--- src/design/conceal_pkg.sv ---
// package: shared types and constants for the slice error concealment block
package conceal_pkg;

  // ==========================================================
  // widths
  // ==========================================================
  localparam int CTB_W = 10; // ctb coordinate width

  // ==========================================================
  // slice type encoding
  // ==========================================================
  typedef enum logic [1:0] {
    SLICE_B = 2'h0,
    SLICE_P = 2'h1,
    SLICE_I = 2'h2
  } slice_kind_e;

  // ==========================================================
  // block build modes emitted with every ctb
  // ==========================================================
  typedef enum logic [1:0] {
    BUILD_DECODED = 2'h0, // normally decoded ctb
    BUILD_PLANAR = 2'h1,  // concealed with intra planar prediction
    BUILD_SKIP = 2'h2,    // concealed as skipped
    BUILD_FORCED = 2'h3   // errored ctb written out by substitution
  } build_mode_e;

  // ==========================================================
  // carriers
  // ==========================================================
  typedef struct packed {
    logic [CTB_W-1:0] cur_slice_col;
    logic [CTB_W-1:0] cur_slice_row;
    logic [CTB_W-1:0] next_slice_col;
    logic [CTB_W-1:0] next_slice_row;
    logic final_slice_flag;
    slice_kind_e slice_kind;
  } slice_cmd_s;

  typedef struct packed {
    logic [CTB_W-1:0] col;
    logic [CTB_W-1:0] row;
    build_mode_e mode;
  } ctb_out_s;

  // reset value of the emitted ctb record
  localparam ctb_out_s CTB_OUT_RST = '{col: '0, row: '0, mode: BUILD_DECODED};

endpackage

--- src/design/slice_conceal.sv ---
// design: per-slice ctb walk with always-on error concealment
`timescale 1ns/10ps
// What this block does
// - concealment is always on, no disable
// - every workload finishes, never hangs
// - command carries current and next ctb starts
// - final flag selects picture end as endpoint
// - slice type selects concealed block construction
// - clean stream decodes start through next-minus-one
// - short slice concealed up to next start
// - errored current ctb still written out
// - final slice concealed to picture last ctb
// - intra slice conceals with planar prediction
// - predicted slice conceals as skipped
// - bi-predicted slice conceals as skipped
module slice_conceal
  import conceal_pkg::*;
#(
  parameter int W = CTB_W
) (
  // clock and reset
  input wire logic i_clk_sys,
  input wire logic i_rstn,
  // picture state: size in ctbs
  input wire logic [W-1:0] i_pic_width_ctb,
  input wire logic [W-1:0] i_pic_height_ctb,
  // slice command handshake
  input wire logic i_cmd_valid,
  input wire slice_cmd_s i_cmd,
  output logic o_cmd_ready,
  // parser: one decoded ctb per pulse, error stops the slice
  input wire logic i_dec_ctb_done,
  input wire logic i_dec_ctb_error,
  input wire logic i_dec_slice_end,
  // ctb output stream
  output logic o_ctb_valid,
  output ctb_out_s o_ctb,
  // slice finished pulse
  output logic o_slice_done
);

  // ==========================================================
  // state
  // ==========================================================
  typedef enum logic [1:0] {ST_IDLE, ST_DECODE, ST_CONCEAL} walk_state_e;

  walk_state_e state_q, state_d;       // walk phase
  logic [W-1:0] col_q, col_d;          // next ctb position to emit
  logic [W-1:0] row_q, row_d;
  logic [W-1:0] end_col_q, end_col_d;  // last ctb of this slice
  logic [W-1:0] end_row_q, end_row_d;
  slice_kind_e kind_q, kind_d;         // latched slice type
  logic ready_q, ready_d;
  logic vld_q, vld_d;
  ctb_out_s ctb_q, ctb_d;
  logic done_q, done_d;
  logic at_end;                        // current position is slice end

  // advance one ctb in raster order, wrapping at picture width
  function automatic logic [2*W-1:0] step(input logic [W-1:0] c,
                                          input logic [W-1:0] r,
                                          input logic [W-1:0] wid);
    if (c + W'(1) >= wid) begin
      step = {W'(0), W'(r + W'(1))};
    end else begin
      step = {W'(c + W'(1)), r};
    end
  endfunction

  // concealment mode from slice type; intra gets planar, others skip
  function automatic build_mode_e conceal_mode(input slice_kind_e k);
    if (k == SLICE_I) begin
      conceal_mode = BUILD_PLANAR;
    end else begin
      conceal_mode = BUILD_SKIP;
    end
  endfunction

  assign at_end = (col_q == end_col_q) && (row_q == end_row_q);

  // ==========================================================
  // next-state logic
  // ==========================================================
  // there is deliberately no concealment enable input at all
  always_comb begin
    logic [2*W-1:0] nx;
    nx = step(col_q, row_q, i_pic_width_ctb);
    state_d = state_q;
    col_d = col_q;
    row_d = row_q;
    end_col_d = end_col_q;
    end_row_d = end_row_q;
    kind_d = kind_q;
    ready_d = ready_q;
    vld_d = 1'b0;
    ctb_d = ctb_q;
    done_d = 1'b0;
    case (state_q)
      ST_IDLE: begin
        if (i_cmd_valid && ready_q) begin
          col_d = i_cmd.cur_slice_col;
          row_d = i_cmd.cur_slice_row;
          kind_d = i_cmd.slice_kind;
          ready_d = 1'b0;
          state_d = ST_DECODE;
          if (i_cmd.final_slice_flag) begin
            end_col_d = i_pic_width_ctb - W'(1);
            end_row_d = i_pic_height_ctb - W'(1);
          end else if (i_cmd.next_slice_col == '0) begin
            // next start at row head: end is last column of row above
            end_col_d = i_pic_width_ctb - W'(1);
            end_row_d = i_cmd.next_slice_row - W'(1);
          end else begin
            end_col_d = i_cmd.next_slice_col - W'(1);
            end_row_d = i_cmd.next_slice_row;
          end
        end
      end
      ST_DECODE: begin
        if (i_dec_ctb_done || i_dec_ctb_error) begin
          // error: errored ctb still leaves as a substitute
          vld_d = 1'b1;
          ctb_d.col = col_q;
          ctb_d.row = row_q;
          if (i_dec_ctb_error) begin
            ctb_d.mode = BUILD_FORCED;
          end else begin
            ctb_d.mode = BUILD_DECODED;
          end
          col_d = nx[2*W-1:W];
          row_d = nx[W-1:0];
          if (at_end) begin
            state_d = ST_IDLE;
            ready_d = 1'b1;
            done_d = 1'b1;
          end else if (i_dec_ctb_error) begin
            state_d = ST_CONCEAL;
          end
        end else if (i_dec_slice_end) begin
          // parser stopped early with ctbs outstanding
          state_d = ST_CONCEAL;
        end
      end
      ST_CONCEAL: begin
        // one concealed ctb per cycle; position bounded so no hang
        vld_d = 1'b1;
        ctb_d.col = col_q;
        ctb_d.row = row_q;
        ctb_d.mode = conceal_mode(kind_q);
        col_d = nx[2*W-1:W];
        row_d = nx[W-1:0];
        if (at_end || row_q >= i_pic_height_ctb) begin
          state_d = ST_IDLE;
          ready_d = 1'b1;
          done_d = 1'b1;
        end
      end
      default: begin
        state_d = ST_IDLE;
        ready_d = 1'b1;
      end
    endcase
  end

  // ==========================================================
  // registers
  // ==========================================================
  always_ff @(posedge i_clk_sys or negedge i_rstn) begin
    if (!i_rstn) begin
      state_q <= ST_IDLE;
      col_q <= '0;
      row_q <= '0;
      end_col_q <= '0;
      end_row_q <= '0;
      kind_q <= SLICE_I;
      ready_q <= 1'b1;
      vld_q <= 1'b0;
      ctb_q <= CTB_OUT_RST;
      done_q <= 1'b0;
    end else begin
      state_q <= state_d;
      col_q <= col_d;
      row_q <= row_d;
      end_col_q <= end_col_d;
      end_row_q <= end_row_d;
      kind_q <= kind_d;
      ready_q <= ready_d;
      vld_q <= vld_d;
      ctb_q <= ctb_d;
      done_q <= done_d;
    end
  end

  // outputs straight from flip-flops
  assign o_cmd_ready = ready_q;
  assign o_ctb_valid = vld_q;
  assign o_ctb = ctb_q;
  assign o_slice_done = done_q;

  // ==========================================================
  // assertions
  // ==========================================================
  property p_intra_planar;
    @(posedge i_clk_sys) disable iff (!i_rstn)
      (state_q == ST_CONCEAL && kind_q == SLICE_I)
        |=> (o_ctb_valid && o_ctb.mode == BUILD_PLANAR);
  endproperty
  a_intra_planar: assert property (p_intra_planar)
    else $error("intra concealed ctb not planar");

  property p_inter_skip;
    @(posedge i_clk_sys) disable iff (!i_rstn)
      (state_q == ST_CONCEAL && kind_q != SLICE_I)
        |=> (o_ctb.mode == BUILD_SKIP);
  endproperty
  a_inter_skip: assert property (p_inter_skip)
    else $error("inter concealed ctb not skipped");

  property p_error_forced;
    @(posedge i_clk_sys) disable iff (!i_rstn)
      (state_q == ST_DECODE && i_dec_ctb_error)
        |=> (o_ctb_valid && o_ctb.mode == BUILD_FORCED
             && o_ctb.col == $past(col_q));
  endproperty
  a_error_forced: assert property (p_error_forced)
    else $error("errored ctb not written out");

  property p_raster;
    @(posedge i_clk_sys) disable iff (!i_rstn)
      (state_q == ST_CONCEAL && col_q + W'(1) < i_pic_width_ctb)
        |=> (col_q == $past(col_q) + W'(1) && row_q == $past(row_q));
  endproperty
  a_raster: assert property (p_raster)
    else $error("concealment not in raster order");

  property p_end_done;
    @(posedge i_clk_sys) disable iff (!i_rstn)
      (state_q == ST_CONCEAL && at_end) |=> (o_slice_done && o_cmd_ready);
  endproperty
  a_end_done: assert property (p_end_done)
    else $error("slice end did not finish slice");

  property p_final_end;
    @(posedge i_clk_sys) disable iff (!i_rstn)
      (state_q == ST_IDLE && i_cmd_valid && ready_q && i_cmd.final_slice_flag)
        |=> (end_row_q == i_pic_height_ctb - W'(1));
  endproperty
  a_final_end: assert property (p_final_end)
    else $error("final slice end not picture end");

  property p_next_end;
    @(posedge i_clk_sys) disable iff (!i_rstn)
      (state_q == ST_IDLE && i_cmd_valid && ready_q
       && !i_cmd.final_slice_flag && i_cmd.next_slice_col != '0)
        |=> (end_col_q == $past(i_cmd.next_slice_col) - W'(1));
  endproperty
  a_next_end: assert property (p_next_end)
    else $error("slice end not before next start");

  property p_short_conceal;
    @(posedge i_clk_sys) disable iff (!i_rstn)
      (state_q == ST_DECODE && i_dec_slice_end && !i_dec_ctb_done
       && !i_dec_ctb_error) |=> (state_q == ST_CONCEAL) ##1 o_ctb_valid;
  endproperty
  a_short_conceal: assert property (p_short_conceal)
    else $error("early slice end not concealed");

  // ready must stay low for the whole slice, or a second command
  // could overwrite the walk position mid-slice
  property p_busy_not_ready;
    @(posedge i_clk_sys) disable iff (!i_rstn)
      (state_q != ST_IDLE) |-> !o_cmd_ready;
  endproperty
  a_busy_not_ready: assert property (p_busy_not_ready)
    else $error("command ready while a slice is open");

  property p_clean_decoded;
    @(posedge i_clk_sys) disable iff (!i_rstn)
      (state_q == ST_DECODE && i_dec_ctb_done && !i_dec_ctb_error)
        |=> (o_ctb_valid && o_ctb.mode == BUILD_DECODED
             && o_ctb.row == $past(row_q));
  endproperty
  a_clean_decoded: assert property (p_clean_decoded)
    else $error("decoded ctb not written out as decoded");

  property p_done_ready;
    @(posedge i_clk_sys) disable iff (!i_rstn)
      o_slice_done |-> o_cmd_ready;
  endproperty
  a_done_ready: assert property (p_done_ready)
    else $error("slice done without command ready");

  c_conceal_i: cover property (@(posedge i_clk_sys) disable iff (!i_rstn)
    state_q == ST_CONCEAL && kind_q == SLICE_I);
  c_forced: cover property (@(posedge i_clk_sys) disable iff (!i_rstn)
    o_ctb_valid && o_ctb.mode == BUILD_FORCED);
  c_clean: cover property (@(posedge i_clk_sys) disable iff (!i_rstn)
    state_q == ST_DECODE && at_end && i_dec_ctb_done);
  c_conceal_skip: cover property (@(posedge i_clk_sys) disable iff (!i_rstn)
    o_ctb_valid && o_ctb.mode == BUILD_SKIP);

endmodule

--- config.mk ---
export PLATFORM = sky130hd
export DESIGN_NAME = slice_conceal
export DESIGN_NICKNAME = d
export VERILOG_FILES = /design/src/design/conceal_pkg.sv /design/src/design/slice_conceal.sv
export SDC_FILE = /design/constraint.sdc
export NUM_CORES = 1
export LEC_CHECK = 0
export ABC_AREA = 1
export BUFFER_PORTS_ARGS = -buffer_cell sky130_fd_sc_hd__buf_2
export CAP_MARGIN = 10
export CORE_MARGIN = 2
export CORE_UTILIZATION = 29
export CTS_CLUSTER_DIAMETER = 50
export DETAILED_ROUTE_END_ITERATION = 10
export SYNTH_ARGS = -nofsm -noshare
export SYNTH_HDL_FRONTEND = slang
export SYNTH_SLANG_ARGS = --single-unit
--- constraint.sdc ---
create_clock -name i_clk_sys -period 6.4 [get_ports i_clk_sys]
set_input_delay 0.96 -clock i_clk_sys [delete_from_list [all_inputs] [get_ports i_clk_sys]]
set_output_delay 0.96 -clock i_clk_sys [all_outputs]
set_load 0.005 [all_outputs]
; Word level (Yosys, flattened, before mapping)
; Index checks and enable logic that the tools add are counted.
[word_totals]
regBits = 69
output_inout_bits = 25
[op_classes]
n_addsub = 6
n_lt_le_gt_ge = 2
n_eq_ne = 11
muxes = 33
n_reduce_logical = 13
[op_table]
columns = operator, n
row1 = 2-to-1 mux 10 bit, 8
row2 = one-hot mux 10 bit (3 select lines), 2
row3 = one-hot mux 22 bit (2 select lines), 1
row4 = "subtractor 10 x 1 -> 10 bit, second input constant", 4
row5 = 2-to-1 mux 22 bit, 1
row6 = "adder 10 x 1 -> 10 bit, second input constant", 2
row7 = equality test 10 bit, 2
row8 = greater-or-equal comparator 10 bit, 2
row9 = 2-to-1 mux 20 bit, 1
row10 = 2-to-1 mux 2 bit, 8
row11 = logical NOT 10 bit, 1
row12 = 2-to-1 mux 1 bit, 8
row13 = "!= test 2 bit, second input constant", 4
row14 = AND reduction 4 bit, 2
row15 = one-hot mux 2 bit (3 select lines), 1
row16 = "equality test 2 bit, second input constant", 2
row17 = "!= test 4 bit, second input constant", 1
row18 = one-hot mux 1 bit (2 select lines), 2
row19 = AND reduction 2 bit, 2
row20 = "!= test 3 bit, second input constant", 1
row21 = one-hot mux 1 bit (3 select lines), 1
row22 = AND reduction 3 bit, 1
row23 = nonzero test 3 bit, 1
row24 = "equality test 2 x 1 -> 1 bit, second input constant", 1
row25 = other kinds (4), 6

; Depth between registers and ports, before layout
[depth]
depth_word = 5
ltp_mapped = 18
mapped_depth_nobuf = 17

; Worst setup path after synthesis
; Ideal clock, no wire load.
[synth_path]
path_kind = register -> register
from = reg col_q[0]
to = reg row_q[8]
setup_ps = 65
t_arrival_ps = 2334
t_required_ps = 6335
setup_slack_ps = 4001
path_stages_with_launch = 17
path_buffers = 1
cell_sequence = dfrtp_1 > ha_1 > nand3_1 > inv_1 > nand4_1 > nor2_1 > xor2_1 > inv_1 > ha_1 > nand2_1 > or2_2 > nand4_1 > buf_2 > nand3_1 > nand2_1 > nand2_1 > nand2_1
[synth_via]
elab_chain_len = 5
[synth_rtl]
columns = element, line
row1 = start: declaration, slice_conceal.sv:48  ; logic [W-1:0] col_q, col_d;
row2 = start signal: assignment, slice_conceal.sv:182  ; col_q <= col_d;
row3 = adder 10 x 1 -> 10 bit (*), slice_conceal.sv:63  ; if (c + W'(1) >= wid) begin
row4 = greater-or-equal comparator 10 bit (*), slice_conceal.sv:63
row5 = 2-to-1 mux 20 bit (*), slice_conceal.sv:63
row6 = 2-to-1 mux 10 bit, slice_conceal.sv:120  ; if (i_dec_ctb_done || i_dec_ctb_error) begin
row7 = one-hot mux 10 bit (3 select lines) (*), slice_conceal.sv:98  ; case (state_q)
row8 = end signal: assignment, slice_conceal.sv:183  ; row_q <= row_d;
row9 = end: declaration, slice_conceal.sv:49  ; logic [W-1:0] row_q, row_d;
; Every way passes the cells marked *; elsewhere a longest branch is shown, timed or not. The select of a mux whose other input is x is not followed.
; A chain may end at the register's enable or synchronous reset.

; Worst setup path after layout
[layout_path]
from = reg col_q[0]
to = reg row_q[2]
; The elaborated chain is that of the path after synthesis.

==> impl_results.md <==
- Post-Synthesis Cells: ~720
- Via count: between 4k and 5k
- Via/cell ratio: about 4.6
- Fmax: between 200 and 300 MHz
- DRT Pass-1 Iters: 5
- Setup TNS: 0 ps
- EDFF count, synth: 0
- First-pass GRT wire length: 23.27 mm
- Dominant cells by area after synthesis: dfrtp_1, nand2_1, ha_1
- Slew Limit Fails: 0
- Startpoint Class: register
- Multi-input logic area: ~3000 µm²
- Detailed placement HPWL: around 11 mm
- CP arrival: 3870 ps
- Register area share after synthesis: 0.3381
- I/O pin cnt: 94
- GRT Total Usage: 0.1603
- RSZ-0062 raised after global routing: no
- Syn nets: between 800 and 900
- Tmin final: around 3600 ps
- Postcts setup bufs: 0
- Htree depth: 3
- Seq cells post-synth: between 60 and 70
- Number of nets in the layout: 910
- Critical Path RT: approximately 6600 ps
- Status: finished clean
- Post-CTS Hold Buffers: 0
- Synth warn: 0
- DRC viols: 0
- Reg clk slew, reported paths: around 60 ps
- Final WL: ~14 mm
- RD Place Congestion: 0.8953
- Placement row count: 48
- Layout area overhead: 19.65%
- Worst path top cell family by delay: simple AND/OR/NAND/NOR gates
- Remaining antenna violation count: 0
- IO Port Bufs: a little over 90
- Core ar.: roughly 17,000 µm²
- Max_slew headroom: 0.3172
- Critical-path top delay cell: o21ai_1
- Global route overflow: 0
- Sequential cell area: approximately 1700 µm²
- Most common cell on crit path: nand2_1
- TritonCTS clock tree: done
- Clk sink count: 69
- 1st-iter DRT viols: around 320
- Die ar.: about 19,000 µm²
- CP cell instances: ha_1 > nand3_1 > inv_1 > nand4_1 > nor2_1 > xor2_1 > inv_1 > ha_1 > nand2_1 > nor2_1 > o211ai_1 > nand4_1 > o21ai_1 > inv_2 > nand2_1 > nand2_1
- Initial antenna violation count: 0
- Vias in the first global route: roughly 4.5k
- WP buf/inv: 3
- LEAKAGE: 0.003194 µW
- Starting density of the core: 0.2956
- Crit-path max cell delay: 810 ps
- Post-synth top area cell: dfrtp_1
- CP Class: register to register
- Clock root buffer: clkbuf_16
- WL/cell: about 14 µm
- Post-synthesis cell area: approximately 5000 µm²
- Max clock buf depth: 2
- Hold Crit Class: register to register
- Number of fill cells: 1,846
- Primary FF master, synth: dfrtp_1
- Avg Cell Area, Syn: between 7 and 8 µm²
- Pwr Total: around 2800 µW
- TritonCTS buffer count: 9
- Crit path max fanout: 12
- Final setup fails: 0
- Die H: around 140 µm
- Post-synth cell types: 42
- Post-cts resize count: 0
- Tcrit/Tclk final: 0.5701
- Largest net degree at the start of global routing: 70
- PwrDens: about 460 nW/µm²
- Worst vdd ir: roughly 0.18 mV
- Layout cell share with drive strength beyond 1: 0.2059
- Worst Skew: between 5 and 6 ps
- Max_cap viols: 0
- Hold Fails Final Rpt: 0
- Clock Latency Late Sink: between 300 and 400 ps
- Top cell type's share of synthesized area: 0.3279
- Ys async rst share: 1.000
- Worst Setup End Kind: register
- ANT cells: 0
- Die Span X: around 140 µm
- Slew @ Worst Pin: about 1000 ps
==> kinds of logic (layout without fill, tap and decap cells) <==
| group | count (synthesis) | count (layout) | synth area share |
|---|---|---|---|
| simple gates | 350 | 350 | 0.3036 |
| compound gates | 127 | 127 | 0.1424 |
| buf+inv | 117 | 209 | 0.08931 |
| flops | 69 | 69 | 0.3381 |
| xor+xnor | 31 | 31 | 0.05310 |
| fa+ha+maj | 30 | 30 | 0.07340 |
==> registers in the layout, summed over array words and instances (netlist names) <==
register / flops
col_q: 10
end_col_q: 10
end_row_q: 10
kind_q: 2
o_cmd_ready: 1
o_ctb: 22
o_ctb_valid: 1
o_slice_done: 1
row_q: 10
state_q: 2
==> per-layer routing <==
metal	global-route usage	share of wire	up-vias
met4	0.05097	0.013	0
met3	0.03370	0.059	14
met1	0.2314	0.50	2154
met2	0.2383	0.42	138
met5	0	0	-
li1	-	-	2500
==> Yosys cell counts (2+ instances only) <==
cell,number
nand2_1,224
inv_1,74
dfrtp_1,67
nor2_1,48
o21ai_0,35
a21oi_1,33
ha_1,30
xor2_1,28
nand3_1,25
o21ai_1,25
inv_2,23
nand4_1,12
buf_2,11
a21boi_1,9
nor2_2,9
clkbuf_1,7
nand3b_1,7
nor3_2,6
o211ai_1,6
nand2_2,5
a31oi_1,4
o21bai_1,4
o31ai_1,3
xnor2_1,3
a21boi_0,2
dfstp_2,2
nand2_4,2
nand3_4,2
nor2_4,2
nor3_1,2
nor4_1,2
or2_2,2
==> final cells by class <==
type / instances / area share
Sequential cell: 69 / 0.2826
Clock inverter: 6 / 0.01411
Tap cell: 225 / 0.04601
Multi-Input combinational cell: 538 / 0.4795
Timing Repair Buffer: 95 / 0.07853
Inverter: 98 / 0.06012
Clock buffer: 10 / 0.03906
==> through the flow <==
stage / instances / hold slack [ps] / utilization / area [µm²] / worst slack (ps)
2_1_floorplan: 724 / 459.0 / - / 5114 / 4001
3_3_place_gp: 1025 / 462.5 / 0.3349 / 5793 / 2973
3_5_place_dp: 1025 / 459.9 / 0.3349 / 5793 / 2772
4_1_cts: 1041 / 474.9 / 0.3537 / 6118 / 2753
5_1_grt: 1041 / 509.0 / 0.3537 / 6118 / 2384
6_report: 1041 / 475.7 / 0.3537 / 6118 / 2752
==> cell usage in the layout, fill, tap and decap left out, types with 2 or more instances in the layout <==
cell type / netlist / final
bufinv_16: 0 / 2
nor4_1: 2 / 2
nor2_4: 2 / 2
nand3_4: 2 / 2
a21oi_1: 33 / 33
xnor2_1: 3 / 3
o21bai_1: 4 / 4
o211ai_1: 6 / 6
nand4_1: 12 / 12
nand3b_1: 7 / 7
inv_1: 74 / 74
nor2_2: 9 / 9
clkinv_2: 0 / 2
clkbuf_16: 0 / 9
nand2_1: 224 / 224
o31ai_1: 3 / 3
a21boi_0: 2 / 2
or2_2: 2 / 2
o21ai_1: 25 / 25
o21ai_0: 35 / 35
nor3_2: 6 / 5
dfrtp_1: 67 / 67
buf_4: 1 / 2
ha_1: 30 / 30
a31oi_1: 4 / 4
nor2_1: 48 / 48
nor3_1: 2 / 2
buf_2: 11 / 93
nand2_4: 2 / 2
xor2_1: 28 / 28
inv_2: 23 / 23
nand3_1: 25 / 25
a21boi_1: 9 / 9
nand2_2: 5 / 5
dfstp_2: 2 / 2
==> tightest hold or removal path, cell delays in order, from the launching register on <==
cell     delay [ps]
dfrtp_1         350
nand2_1          50
nand2_1          50
==> worst paths after layout <==
check | from | to | slack (ps) | cells past startpoint
worst min register to register | o_ctb[7]$_DFFE_PN0P_ | o_ctb[7]$_DFFE_PN0P_ | 480 | 2
max in group asynchronous | i_rstn | end_row_q[4]$_DFFE_PN0P_ | 4950 | 2
min in group asynchronous | i_rstn | end_col_q[6]$_DFFE_PN0P_ | 830 | 2
worst max-delay path | col_q[0]$_DFFE_PN0P_ | row_q[2]$_DFFE_PN0P_ | 2750 | 16
worst max register to register | col_q[0]$_DFFE_PN0P_ | row_q[2]$_DFFE_PN0P_ | 2750 | 16
worst min-delay path | o_ctb[7]$_DFFE_PN0P_ | o_ctb[7]$_DFFE_PN0P_ | 480 | 2
==> power by group <==
part / leakage, µW / switching, µW / internal [µW]
logic: 0.00219 / 935 / 501
registers: 0.000844 / 179 / 654
clock network: 0.000158 / 196 / 351
Power figures use the tool's default switching activity.
